===== src/wwpc_pkg.sv =====
// shared constants, encodings and register map of the window watchdog
package wwpc_pkg;

  // clock rate in MHz, used to turn microseconds into cycles
  localparam int unsigned CLK_MHZ = 200;

  // preset upper window boundaries, in microseconds
  localparam int unsigned UPPER_PULLUP_US = 1000;
  localparam int unsigned UPPER_OPEN_US   = 500;

  // preset reset delays, in microseconds
  localparam int unsigned RST_PULLUP_US = 200;
  localparam int unsigned RST_OPEN_US   = 100;

  // strap codes on the timeout and reset-delay program inputs
  localparam logic [1:0] SRC_CAP    = 2'h0;
  localparam logic [1:0] SRC_PULLUP = 2'h1;

  // window select codes {window_select_b, window_select_a}
  localparam logic [1:0] SEL_DISABLED = 2'h0;
  localparam logic [1:0] SEL_HALF     = 2'h1;
  localparam logic [1:0] SEL_QUARTER  = 2'h2;

  // shift amounts giving lower boundary from upper boundary
  localparam int unsigned SHIFT_HALF    = 1;
  localparam int unsigned SHIFT_QUARTER = 2;
  localparam int unsigned SHIFT_EIGHTH  = 3;

  // register byte offsets
  localparam logic [7:0] OFS_STATUS    = 8'h00;
  localparam logic [7:0] OFS_INT_CLEAR = 8'h04;
  localparam logic [7:0] OFS_INT_EN    = 8'h08;
  localparam logic [7:0] OFS_CAP_RST   = 8'h0c;
  localparam logic [7:0] OFS_CAP_UPPER = 8'h10;
  localparam logic [7:0] OFS_PHASE     = 8'h14;
  localparam logic [7:0] OFS_COUNT     = 8'h18;

  // status / interrupt bit positions
  localparam int unsigned EV_LATE    = 0;
  localparam int unsigned EV_EARLY   = 1;
  localparam int unsigned EV_KICK    = 2;
  localparam int unsigned EV_RELEASE = 3;
  localparam int unsigned EV_W       = 4;

  // reset values of the capacitor-equivalent registers, in cycles
  localparam logic [31:0] CAP_RST_RESET   = 32'h0000_4e20;
  localparam logic [31:0] CAP_UPPER_RESET = 32'h0001_86a0;

  // counter step and saturation value
  localparam logic [31:0] CNT_ONE = 32'h0000_0001;
  localparam logic [31:0] CNT_MAX = 32'hffff_ffff;

  // watchdog phases
  typedef enum logic [1:0] {
    PH_DISABLED = 2'b00,
    PH_STARTUP  = 2'b01,
    PH_WINDOW   = 2'b10,
    PH_RESET    = 2'b11
  } wwpc_phase_t;

endpackage


===== src/wwpc_pin_if.sv =====
// synchronised pin levels and kick edge passed from the synchroniser to the core
`timescale 1ns/1ps
interface wwpc_pin_if;
  logic       selA;      // window_select_a after sync
  logic       selB;      // window_select_b after sync
  logic [1:0] timeCode;  // timeout_program_input strap code after sync
  logic [1:0] delayCode; // reset_delay_program_input strap code after sync
  logic       kickFall;  // one-cycle pulse on a falling kick_input edge

  modport src (output selA, selB, timeCode, delayCode, kickFall);
  modport dst (input  selA, selB, timeCode, delayCode, kickFall);
endinterface


===== src/wwpc_top.sv =====
// window watchdog core with pin configuration, apb registers and interrupt
// What this block does
// - the two window selects and the timeout strap choose the window ratio and timeout, or turn the watchdog off.
// - with a capacitor on the reset-delay input the reset low time comes from the capacitor setting.
// - with the reset-delay input pulled up or open a preset reset delay is used.
// - after power-up every kick is ignored until the reset delay has run out.
// - while the reset output is low every kick is ignored.
// - while the watchdog is turned off every kick is ignored.
// - a timeout drives the reset output low for the chosen reset delay and then releases it.
// - while the watchdog is off the reset output stays high whatever the kick input does.
// - the timeout strap sets the upper boundary and the selects set the lower boundary as a half, quarter or eighth of it.
`timescale 1ns/1ps
module wwpc_top #(
  parameter logic [31:0] UPPER_PULLUP_CYC = wwpc_pkg::UPPER_PULLUP_US * wwpc_pkg::CLK_MHZ, // preset upper bound
  parameter logic [31:0] UPPER_OPEN_CYC   = wwpc_pkg::UPPER_OPEN_US * wwpc_pkg::CLK_MHZ,   // preset upper bound
  parameter logic [31:0] RST_PULLUP_CYC   = wwpc_pkg::RST_PULLUP_US * wwpc_pkg::CLK_MHZ,   // preset reset delay
  parameter logic [31:0] RST_OPEN_CYC     = wwpc_pkg::RST_OPEN_US * wwpc_pkg::CLK_MHZ      // preset reset delay
) (
  input  wire logic        ref_clk,                   // 200 MHz system clock
  input  wire logic        nrst,                      // synchronous reset, active low
  input  wire logic        window_select_a,           // window select pin a
  input  wire logic        window_select_b,           // window select pin b
  input  wire logic [1:0]  timeout_program_input,     // timeout strap: 0 cap, 1 pull-up, else open
  input  wire logic [1:0]  reset_delay_program_input, // reset-delay strap: 0 cap, 1 pull-up, else open
  input  wire logic        kick_input,                // watchdog kick pin
  output logic             reset_out_n,               // watchdog reset, active low
  output logic             reset_out_oe,              // open-drain enable, high while pulling low
  input  wire logic        psel,                      // apb select
  input  wire logic        penable,                   // apb enable
  input  wire logic        pwrite,                    // apb direction
  input  wire logic [7:0]  paddr,                     // apb byte address
  input  wire logic [31:0] pwdata,                    // apb write data
  output logic             pready,                    // apb ready
  output logic      [31:0] prdata,                    // apb read data
  output logic             pslverr,                   // apb error for unmapped address
  output logic             irq                        // level interrupt
);

  typedef struct packed {
    wwpc_pkg::wwpc_phase_t      phase;    // watchdog phase
    logic                       rstOutN;  // reset output level
    logic                       rstOe;    // open-drain enable, inverse of rstOutN
    logic [wwpc_pkg::EV_W-1:0]  status;   // sticky events
    logic [wwpc_pkg::EV_W-1:0]  intEn;    // interrupt enables
    logic                       irq;      // registered interrupt
    logic [31:0]                capRst;   // capacitor-equivalent reset delay
    logic [31:0]                capUpper; // capacitor-equivalent upper bound
    logic                       pready;
    logic [31:0]                prdata;
    logic                       pslverr;
  } wwpc_top_state_t;

  wwpc_top_state_t s;
  wwpc_top_state_t next_s;

  wwpc_pin_if pins ();

  logic [31:0] count;
  logic        cntClear;

  // pin synchronisation and kick edge detection
  wwpc_sync u_sync (
    .ref_clk                   (ref_clk),
    .nrst                      (nrst),
    .window_select_a           (window_select_a),
    .window_select_b           (window_select_b),
    .timeout_program_input     (timeout_program_input),
    .reset_delay_program_input (reset_delay_program_input),
    .kick_input                (kick_input),
    .pins                      (pins)
  );

  // cycle counter shared by all timed phases
  wwpc_cnt u_cnt (
    .ref_clk (ref_clk),
    .nrst    (nrst),
    .clear   (cntClear),
    .count   (count)
  );

  // pick a cycle count from the strap code: capacitor, pull-up or open
  function automatic logic [31:0] pickSrc(input logic [1:0] code, input logic [31:0] capVal,
                                          input logic [31:0] pullVal, input logic [31:0] openVal);
    logic [31:0] r;
    r = openVal;
    if (code == wwpc_pkg::SRC_CAP) begin
      r = capVal;
    end else if (code == wwpc_pkg::SRC_PULLUP) begin
      r = pullVal;
    end
    return r;
  endfunction

  // lower boundary as a fraction of the upper, chosen by the selects
  function automatic logic [31:0] lowerOf(input logic [31:0] upper, input logic [1:0] sel);
    logic [31:0] r;
    r = upper >> wwpc_pkg::SHIFT_EIGHTH;
    if (sel == wwpc_pkg::SEL_HALF) begin
      r = upper >> wwpc_pkg::SHIFT_HALF;
    end else if (sel == wwpc_pkg::SEL_QUARTER) begin
      r = upper >> wwpc_pkg::SHIFT_QUARTER;
    end
    return r;
  endfunction

  // last count of a period, guarding a zero length
  function automatic logic [31:0] lastOf(input logic [31:0] len);
    logic [31:0] r;
    r = '0;
    if (len != '0) begin
      r = len - wwpc_pkg::CNT_ONE;
    end
    return r;
  endfunction

  logic [1:0]                sel;
  logic                      enabled;
  logic [31:0]               upper;
  logic [31:0]               lower;
  logic [31:0]               rstLen;
  logic [wwpc_pkg::EV_W-1:0] ev;
  logic [wwpc_pkg::EV_W-1:0] clr;
  logic                      acc;

  // window configuration from the synchronised pins
  always_comb begin
    sel     = {pins.selB, pins.selA};
    enabled = (sel != wwpc_pkg::SEL_DISABLED);
    upper   = pickSrc(pins.timeCode, s.capUpper, UPPER_PULLUP_CYC, UPPER_OPEN_CYC);
    lower   = lowerOf(upper, sel);
    rstLen  = pickSrc(pins.delayCode, s.capRst, RST_PULLUP_CYC, RST_OPEN_CYC);
  end

  // phase machine, event detection, apb slave and interrupt
  always_comb begin
    next_s   = s;
    ev       = '0;
    clr      = '0;
    cntClear = 1'b0;
    acc      = psel & penable & s.pready;

    case (s.phase)
      wwpc_pkg::PH_DISABLED: begin
        next_s.rstOutN = 1'b1;
        cntClear       = 1'b1;
        if (enabled) begin
          next_s.phase = wwpc_pkg::PH_STARTUP;
        end
      end
      wwpc_pkg::PH_STARTUP: begin
        // kicks are not looked at until the start-up delay is over
        if (!enabled) begin
          next_s.phase = wwpc_pkg::PH_DISABLED;
          cntClear     = 1'b1;
        end else if (count >= lastOf(rstLen)) begin
          next_s.phase = wwpc_pkg::PH_WINDOW;
          cntClear     = 1'b1;
        end
      end
      wwpc_pkg::PH_WINDOW: begin
        if (!enabled) begin
          next_s.phase = wwpc_pkg::PH_DISABLED;
          cntClear     = 1'b1;
        end else if (pins.kickFall) begin
          cntClear = 1'b1;
          if (count < lower) begin
            ev[wwpc_pkg::EV_EARLY] = 1'b1;
            next_s.phase           = wwpc_pkg::PH_RESET;
            next_s.rstOutN         = 1'b0;
          end else begin
            ev[wwpc_pkg::EV_KICK] = 1'b1;
          end
        end else if (count >= lastOf(upper)) begin
          ev[wwpc_pkg::EV_LATE] = 1'b1;
          next_s.phase          = wwpc_pkg::PH_RESET;
          next_s.rstOutN        = 1'b0;
          cntClear              = 1'b1;
        end
      end
      wwpc_pkg::PH_RESET: begin
        // kick edges are dropped while the reset is held low
        if (!enabled) begin
          next_s.phase   = wwpc_pkg::PH_DISABLED;
          next_s.rstOutN = 1'b1;
          cntClear       = 1'b1;
        end else if (count >= lastOf(rstLen)) begin
          next_s.phase              = wwpc_pkg::PH_WINDOW;
          next_s.rstOutN            = 1'b1;
          ev[wwpc_pkg::EV_RELEASE]  = 1'b1;
          cntClear                  = 1'b1;
        end
      end
      default: begin
        next_s.phase   = wwpc_pkg::PH_DISABLED;
        next_s.rstOutN = 1'b1;
        cntClear       = 1'b1;
      end
    endcase

    // apb: ready rises one cycle into the access phase, then drops
    next_s.pready  = psel & penable & ~s.pready;
    next_s.pslverr = 1'b0;
    if (psel & penable & ~s.pready) begin
      next_s.prdata = '0;
      case (paddr)
        wwpc_pkg::OFS_STATUS:    next_s.prdata = {{(32-wwpc_pkg::EV_W){1'b0}}, s.status};
        wwpc_pkg::OFS_INT_CLEAR: next_s.prdata = '0;
        wwpc_pkg::OFS_INT_EN:    next_s.prdata = {{(32-wwpc_pkg::EV_W){1'b0}}, s.intEn};
        wwpc_pkg::OFS_CAP_RST:   next_s.prdata = s.capRst;
        wwpc_pkg::OFS_CAP_UPPER: next_s.prdata = s.capUpper;
        wwpc_pkg::OFS_PHASE:     next_s.prdata = {25'h0, pins.delayCode, pins.timeCode, enabled, s.phase};
        wwpc_pkg::OFS_COUNT:     next_s.prdata = count;
        default:                 next_s.pslverr = 1'b1;
      endcase
    end

    // register writes take effect on the completing edge
    if (acc & pwrite) begin
      case (paddr)
        wwpc_pkg::OFS_INT_CLEAR: clr = pwdata[wwpc_pkg::EV_W-1:0];
        wwpc_pkg::OFS_INT_EN:    next_s.intEn = pwdata[wwpc_pkg::EV_W-1:0];
        wwpc_pkg::OFS_CAP_RST:   next_s.capRst = pwdata;
        wwpc_pkg::OFS_CAP_UPPER: next_s.capUpper = pwdata;
        default:                 next_s.intEn = s.intEn;
      endcase
    end

    // sticky status: a new event beats a clear in the same cycle
    next_s.status = (s.status & ~clr) | ev;
    next_s.irq    = |(next_s.status & next_s.intEn);
    next_s.rstOe  = ~next_s.rstOutN;
  end

  // state register
  always_ff @(posedge ref_clk) begin
    if (!nrst) begin
      s          <= '0;
      s.phase    <= wwpc_pkg::PH_DISABLED;
      s.rstOutN  <= 1'b1;
      s.capRst   <= wwpc_pkg::CAP_RST_RESET;
      s.capUpper <= wwpc_pkg::CAP_UPPER_RESET;
    end else begin
      s <= next_s;
    end
  end

  // outputs straight from the state flops
  assign reset_out_n  = s.rstOutN;
  assign reset_out_oe = s.rstOe;
  assign pready       = s.pready;
  assign prdata       = s.prdata;
  assign pslverr      = s.pslverr;
  assign irq          = s.irq;

endmodule


===== src/wwpc_sync.sv =====
// two-stage synchroniser for the pins and falling-edge detector for the kick input
`timescale 1ns/1ps
module wwpc_sync (
  input  wire logic ref_clk,                    // system clock
  input  wire logic nrst,                       // synchronous reset, active low
  input  wire logic window_select_a,            // raw select pin a
  input  wire logic window_select_b,            // raw select pin b
  input  wire logic [1:0] timeout_program_input, // raw timeout strap code
  input  wire logic [1:0] reset_delay_program_input, // raw reset-delay strap code
  input  wire logic kick_input,                 // raw watchdog kick pin
  wwpc_pin_if.src   pins                        // synchronised outputs
);

  typedef struct packed {
    logic [6:0] stage1;  // first flop, read only by stage2
    logic [6:0] stage2;  // second flop, safe to use
    logic       kickOld; // previous synchronised kick level
    logic       kickFall;
  } wwpc_sync_state_t;

  wwpc_sync_state_t s;
  wwpc_sync_state_t next_s;

  // shift pins through the two stages and find a falling kick edge
  always_comb begin
    next_s          = s;
    next_s.stage1   = {kick_input, reset_delay_program_input, timeout_program_input,
                       window_select_b, window_select_a};
    next_s.stage2   = s.stage1;
    next_s.kickOld  = s.stage2[6];
    next_s.kickFall = s.kickOld & ~s.stage2[6];
  end

  // state register; kick idles high so no edge is seen after reset
  always_ff @(posedge ref_clk) begin
    if (!nrst) begin
      s <= '{stage1: 7'h40, stage2: 7'h40, kickOld: 1'b1, kickFall: 1'b0};
    end else begin
      s <= next_s;
    end
  end

  assign pins.selA      = s.stage2[0];
  assign pins.selB      = s.stage2[1];
  assign pins.timeCode  = s.stage2[3:2];
  assign pins.delayCode = s.stage2[5:4];
  assign pins.kickFall  = s.kickFall;

endmodule


===== src/wwpc_cnt.sv =====
// saturating cycle counter with synchronous clear
`timescale 1ns/1ps
module wwpc_cnt (
  input  wire logic        ref_clk, // system clock
  input  wire logic        nrst,    // synchronous reset, active low
  input  wire logic        clear,   // restart from zero next cycle
  output logic      [31:0] count    // cycles since last clear
);

  typedef struct packed {
    logic [31:0] count;
  } wwpc_cnt_state_t;

  wwpc_cnt_state_t s;
  wwpc_cnt_state_t next_s;

  // count up, stick at the top, restart on clear
  always_comb begin
    next_s = s;
    if (clear) begin
      next_s.count = '0;
    end else if (s.count != wwpc_pkg::CNT_MAX) begin
      next_s.count = s.count + wwpc_pkg::CNT_ONE;
    end
  end

  // state register
  always_ff @(posedge ref_clk) begin
    if (!nrst) begin
      s <= '0;
    end else begin
      s <= next_s;
    end
  end

  assign count = s.count;

endmodule


===== config.mk =====
export PLATFORM = sky130hd
export DESIGN_NAME = wwpc_top
export DESIGN_NICKNAME = d
export VERILOG_FILES = /design/src/wwpc_pkg.sv /design/src/wwpc_pin_if.sv /design/src/wwpc_top.sv /design/src/wwpc_sync.sv /design/src/wwpc_cnt.sv
export SDC_FILE = /design/constraint.sdc
export NUM_CORES = 1
export LEC_CHECK = 0
export CORE_AREA = 2 2 173 175
export CTS_BUF_LIST = sky130_fd_sc_hd__clkbuf_8
export CTS_CLUSTER_SIZE = 24
export DETAILED_ROUTE_END_ITERATION = 10
export DIE_AREA = 0 0 175 177
export DONT_BUFFER_PORTS = 1
export SYNTH_ARGS = -nofsm -noshare
export SYNTH_HDL_FRONTEND = slang
export SYNTH_SLANG_ARGS = --single-unit

===== constraint.sdc =====
create_clock -name ref_clk -period 10.71 [get_ports ref_clk]
set_input_delay 0.5355 -clock ref_clk [delete_from_list [all_inputs] [get_ports ref_clk]]
set_output_delay 0.5355 -clock ref_clk [all_outputs]
set_load 0.03 [all_outputs]

==> summary.txt, run 1 <==
Global routing
  – Total gr overflow: 0
  – Vias in the first global route: 9828
  – Initial antenna violation count: 1
  – Largest net degree at the start of global routing: 126
  – GRT Overall Usage: 23.3%
  – First-pass GRT wire length: 55800 microns

Clocking
  – Post-cts resize count: 0
  – Clock slew at reported path FFs: 0.10 ns
  – Hold_buf cts: 0
  – Post-CTS setup buffer count: 0
  – Clk_lat worst skew: 0.50 ns
  – Clk sinks: 159
  – CTS tree: done
  – Clock Path Buffers: 2
  – Root buf cell: clkbuf_8
  – H-tree depth: 4
  – Number of buffers created by CTS: 17

Logic synthesis
  – Gate Count Post-Synth: 1505
  – Synth warn: 0
  – Synth Area in Compound Gates: 22.7%
  – Post-synth EDFFs: 0
  – Area share of and/or/nand/nor cells after synthesis: 26.9%
  – Prevailing post-synth register cell: dfxtp_1
  – Fraction of registers with async set/reset: 0%
  – Synth Cell Area: 11400 sq um
  – Synthesis-stage register bit count: 159
  – Post-synth net total: 1656
  – Post-Synth XOR/XNOR Area: 4.75%
  – Yosys cell types: 76
  – Synth area leaders: dfxtp_1, nand2_1, ha_1, a21boi_0, nor2_1
  – Adder-cell share of the synthesized area: 10.8%
  – Register area share after synthesis: 27.8%
  – Multiplexer share of the synthesized area: 1.15%
  – Synth top area share: 27.8%
  – Mapped Avg Cell Area: 7.60 sq um
  – Leading area contributor after synthesis: dfxtp_1
  – Largest family of logic cells by synthesized area: simple AND/OR/NAND/NOR gates

Timing
  – Fin Hold WS: 0.134 ns
  – RSZ-0062 raised after global routing: false
  – Slew margin rel.: 22.3%
  – Worst Skew: 0.0225 ns
  – Fin crit period: 5.25 ns
  – Final Hold Fails: 0
  – Setup TNS: 0 ns
  – Worst-margin pin slew: 1.16 ns
  – Final setup viols: 0
  – Slew Limit Fails: 0
  – Post-route worst setup slack: 5.46 ns
  – Max Clk Rate: 0.190 GHz
  – Final worst-path cycle share: 49.1%

Final layout
  – Layout cell share with drive strength beyond 1: 5.14%
  – Synth-to-layout area growth: 3.33%
  – Fin nets: 1558
  – Fillcell total: 2993
  – # diodes: 0
  – Core Util, Final: 40.4%

Floorplan
  – Core ar.: 29200 sq um
  – # IOs: 89
  – Die Ht: 177 microns
  – Die ar.: 31000 sq um
  – Row count: 63
  – Die width: 175 microns
  – Initial Util: 39.1%

Worst setup path
  – Crit-path max FO: 26
  – Startpoint Class: flip-flop
  – Critical Path End Type: flip-flop
  – Critical path class: reg -> reg
  – Data arrival, critical path: 5.63 ns
  – Critical Path RT: 11.08 ns

Pwr
  – Clk network pwr share: 38.9%
  – Logic pwr share: 5.7%
  – Cell Pwr Density: 95.7 nW/um^2
  – Internal: 796 uW
  – Seq pwr share: 55.3%
  – Peak VDD IR: 71.3 uV
  – Static Leak: 0.00470 uW
  – NetSw: 335 uW
  – Switching part of the total: 29.6%
  – Pwr Total: 1130 uW

Placed design
  – # port buffers: 0
  – Post-DP HPWL: 26900 microns
  – Pre-CTS setup slack: 5.49 ns
  – Gpl congestion: 0.915

Route
  – Detailed Route WL: 36100 microns
  – WL per Instance: 19.9 microns
  – Vias: 10700
  – Drt first pass iters: 7
  – Post-route ant nets: 0
  – First-iteration detailed-routing DRC count: 1096
  – Post-route DRC: 0
  – Drt via density: 5.91

Run status
  – Outcome: completed

Flow run
  – Max_cap viols: 0

Hold path
  – Hold crit path type: in -> reg
==> layer usage <==
metal	wire length (microns)	track usage, %	vias up
li1	-	-	5174
met1	14900	28.6	5047
met2	16700	37.8	388
met3	2740	5.58	81
met4	1750	12.5	2
met5	13	0	-
==> final cells by class <==
| cell class | count | area [sq um] | area share (%) |
|---|---|---|---|
| tap | 390 | 488 | 4.13 |
| clock buffer | 17 | 234 | 1.98 |
| sequential | 159 | 3180 | 26.9 |
| multi-input combinational | 1202 | 7610 | 64.4 |
| timing repair buffer | 18 | 135 | 1.14 |
| inverter | 9 | 33.8 | 0.286 |
| clock inverter | 15 | 130 | 1.10 |
==> registers in the layout, summed over array words and instances (netlist names), 2 cells and up, named ones only <==
name	flops
u_sync.pins.timeCode	2
prdata	32
u_sync.next_s	8
u_cnt.count	32
u_sync.pins.delayCode	2
s	74
==> cells by family after synthesis <==
group | count (synthesis)
buffers and inverters | 144
AO/OA/AOI/OAI | 367
multiplexers | 13
AND/OR/NAND/NOR | 661
flip-flops | 159
adder cells (fa/ha/maj) | 99
XOR/XNOR | 62
==> metrics by stage <==
step / std cells / cell area (sq um)
floorplan: 1505 / 11400
global placement: 1778 / 11400
detailed placement: 1778 / 11400
CTS: 1810 / 11800
global route: 1810 / 11800
finish: 1810 / 11800
==> synth_stat cells (all sizes together), types with 7 or more instances <==
cell type,n
or2,7
a211oi,8
mux2i,12
o211ai,11
xnor2,29
a31oi,12
nand4,25
and2,22
o211a,29
ha,99
a21boi,63
nand3,43
a22oi,24
a21oi,64
clkbuf,88
dfxtp,159
or3,7
nor2,115
nor2b,10
nand2,331
xor2,33
inv,9
or4,11
buf,47
a222oi,29
nand2b,13
o21ai,72
nor4,13
nor3,26
and3,14
==> worst max-delay path, cell delays in order (launching register included) <==
cell and delay, ns:
dfxtp_1 0.61, nor2_1 0.22, nand2_1 0.17, ha_1 0.15, nor3b_1 0.27, nand4_1 0.20, or4_1 0.92, and2_1 0.38
o21ai_0 0.11, ha_1 0.27, nand2_1 0.09, nor2_1 0.05, a2111oi_0 0.48, nand2_1 0.09, o21ai_0 0.38, a21boi_0 0.19
or4b_1 0.53
==> power by group through the flow <==
| stage | Combinational [uW] | Clock [uW] | Sequential (uW) |
|---|---|---|---|
| finish | 64.9 | 440 | 625 |
| CTS | 64.7 | 453 | 625 |
| detailed placement | 64.3 | 0 | 639 |
| floorplan | 81.8 | 0 | 620 |
| global route | 72.2 | 472 | 627 |
| global placement | 63.2 | 0 | 639 |
==> final timing paths <==
path | startpoint | endpoint | slack, ns | depth (start not counted)
setup / recovery | u_sync.pins.delayCode[0] | irq | 5.46 | 16
hold / removal | nrst | u_sync.next_s[1] | 0.13 | 1
setup reg to reg | u_sync.pins.delayCode[0] | irq | 5.46 | 16
hold reg to reg | u_sync.s[1] | u_sync.pins.kickFall | 0.41 | 2
==> layout by cell type (no fill, tap or decap), types with 12 or more instances in the layout <==
| cell type | instances |
|---|---|
| and3_1 | 14 |
| nor3_1 | 25 |
| buf_4 | 18 |
| and2_1 | 22 |
| o211a_1 | 29 |
| xor2_1 | 33 |
| ha_1 | 99 |
| nand2_1 | 331 |
| xnor2_1 | 28 |
| nor2_1 | 112 |
| a21oi_1 | 64 |
| nand2b_1 | 13 |
| o21ai_0 | 70 |
| a31oi_1 | 12 |
| nand3_1 | 43 |
| nand4_1 | 25 |
| a22oi_1 | 24 |
| clkbuf_8 | 17 |
| a21boi_0 | 63 |
| a222oi_1 | 29 |
| dfxtp_1 | 159 |
| mux2i_1 | 12 |
Power figures use the tool's default switching activity.
==> run 2, diff against run 1 <==
- clock period: 10.71 -> 4.5 ns (I/O delays scaled with it)
==> run 2 against run 1 <==
Compared with the run above:
- routed wire length increased by 10%
- non-clock buffer count rose by 129
- sequential share of layout area down 2.5 points
- critical path depth up 2
- clock power up 150%
- critical path type unchanged
- total power is 150% higher
- combinational power grew to 3.5 times the previous value
- worst setup slack got worse by 5.4 ns
- via count grew 6.1%
- largest power group unchanged
- register-to-register slack got worse by 5.4 ns
- highest routed layer is now met4
==> summary.txt, run 2 (synthesized netlist as in run 1, its figures left out) <==
Route
  – Detailed Route WL: 39700 microns
  – First-iteration detailed-routing DRC count: 1139
  – Post-route DRC: 0
  – WL per Instance: 20.5 microns
  – Drt first pass iters: 7
  – Vias: 11300
  – Drt via density: 5.85
  – Post-route ant nets: 0

Flow run
  – Max_cap viols: 0

Clocking
  – CTS tree: done
  – Clk_lat worst skew: 0.48 ns
  – Clock Path Buffers: 2
  – Clock slew at reported path FFs: 0.10 ns
  – H-tree depth: 4
  – Number of buffers created by CTS: 17
  – Clk sinks: 159
  – Root buf cell: clkbuf_8

Final layout
  – Post-route cell area: 13000 sq um
  – Core Util, Final: 44.6%
  – Layout cell share with drive strength beyond 1: 11.5%
  – Commonest non-fill, non-tap cells in the layout: nand2_1, dfxtp_1, nor2_1
  – Most flops, register: s
  – Fin nets: 1687
  – Most common cell after layout, fill and taps aside: nand2_1
  – Synth-to-layout area growth: 14.0%
  – Largest register FFs: 74

Floorplan
  – # IOs: 89
  – Row count: 63
  – Initial Util: 39.1%
  – Core ar.: 29200 sq um
  – Die width: 175 microns
  – Die Ht: 177 microns
  – Die ar.: 31000 sq um

Global routing
  – Largest net degree at the start of global routing: 125
  – Initial antenna violation count: 2
  – First-pass GRT wire length: 61200 microns
  – GRT Overall Usage: 25.5%
  – Vias in the first global route: 10700
  – Total gr overflow: 0

Worst setup path
  – Data arrival, critical path: 4.77 ns
  – Critical path class: reg -> reg
  – Critical Path RT: 4.84 ns
  – Crit-path max FO: 4
  – Startpoint Class: flip-flop
  – Critical Path End Type: flip-flop

Timing
  – RSZ-0062 raised after global routing: true
  – Max Clk Rate: 0.226 GHz
  – Final setup viols: 0
  – Fin Hold WS: 0.0353 ns
  – Slew margin rel.: 18.3%
  – Worst-margin pin slew: 1.23 ns
  – Slew Limit Fails: 0
  – Worst Skew: 0.0199 ns
  – Final worst-path cycle share: 98.3%
  – Fin crit period: 4.42 ns
  – Final Hold Fails: 0

Run status
  – Outcome: completed

Pwr
  – Peak VDD IR: 145 uV
  – Static Leak: 0.00537 uW
  – Cell Pwr Density: 215 nW/um^2

Placed design
  – Placed cell areas: 12100 sq um
  – # port buffers: 0
  – Gpl congestion: 0.963
  – Post-DP HPWL: 30000 microns

Hold path
  – Hold crit path type: in -> reg
run 2: worst paths after layout:
path,from,endpoint,slack (ns),cells past startpoint
hold / removal,pwdata[1],s[104],0.04,2
setup / recovery,s[34],irq,0.08,18
hold reg to reg,u_sync.s[1],u_sync.pins.kickFall,0.42,2
setup reg to reg,s[34],irq,0.08,18
run 2: layer usage:
layer  vias up  routed length, microns  GRT usage (%)
met3        93                    2680           5.65
met5         -                       0              0
met4         0                    1820           11.6
met1      5378                   17000           32.3
li1       5429                       -              -
met2       444                   18200           41.6
run 2: worst max-delay path, stage by stage, from the launching register on:
cell      delay (ns)
dfxtp_2         0.34
nor4_2          0.27
buf_4           0.16
o211a_1         0.18
nand2_2         0.09
or3_4           0.36
or4_4           0.45
buf_6           0.14
o311a_1         0.28
o21ai_1         0.14
ha_1            0.26
a21o_1          0.18
nand3_1         0.07
a21oi_1         0.06
a2111o_1        0.47
o21bai_1        0.16
buf_4           0.14
a21boi_1        0.06
or4b_1          0.50
run 2: layout make-up:
| type | instances | area [sq um] |
|---|---|---|
| clock buffer | 17 | 234 |
| timing repair buffer | 147 | 1240 |
| tap | 390 | 488 |
| clock inverter | 15 | 165 |
| multi-input combinational | 1202 | 7670 |
| fill | 2978 | 16200 |
| inverter | 9 | 33.8 |
| antenna | 1 | 2.50 |
| sequential | 159 | 3190 |
run 2: power breakdown:
part	leakage (uW)	internal (uW)	switching, uW
combinational	0.00387	94.3	130
clock	0.000205	423	671
sequential	0.00129	1430	57.7
run 2: timing repair:
item	CTS	global route
hold endpoints to repair	126	0
gates resized for setup	7	21
endpoints found under the setup margin	1	37
pin swaps	4	6
hold buffers	43	0
buffers inserted	2	3
run 2: per-stage QoR:
stage | TNS [ns] | instances | total power (uW) | setup WS [ns]
global placement | 0 | 1859 | 1680 | 0.0320
global route | -0.0645 | 1939 | 2900 | -0.0645
detailed placement | -0.0511 | 1859 | 1680 | -0.0511
CTS | 0 | 1936 | 2820 | 0.000734
floorplan | 0 | 1505 | 1670 | 0.0851
finish | 0 | 1940 | 2810 | 0.0752
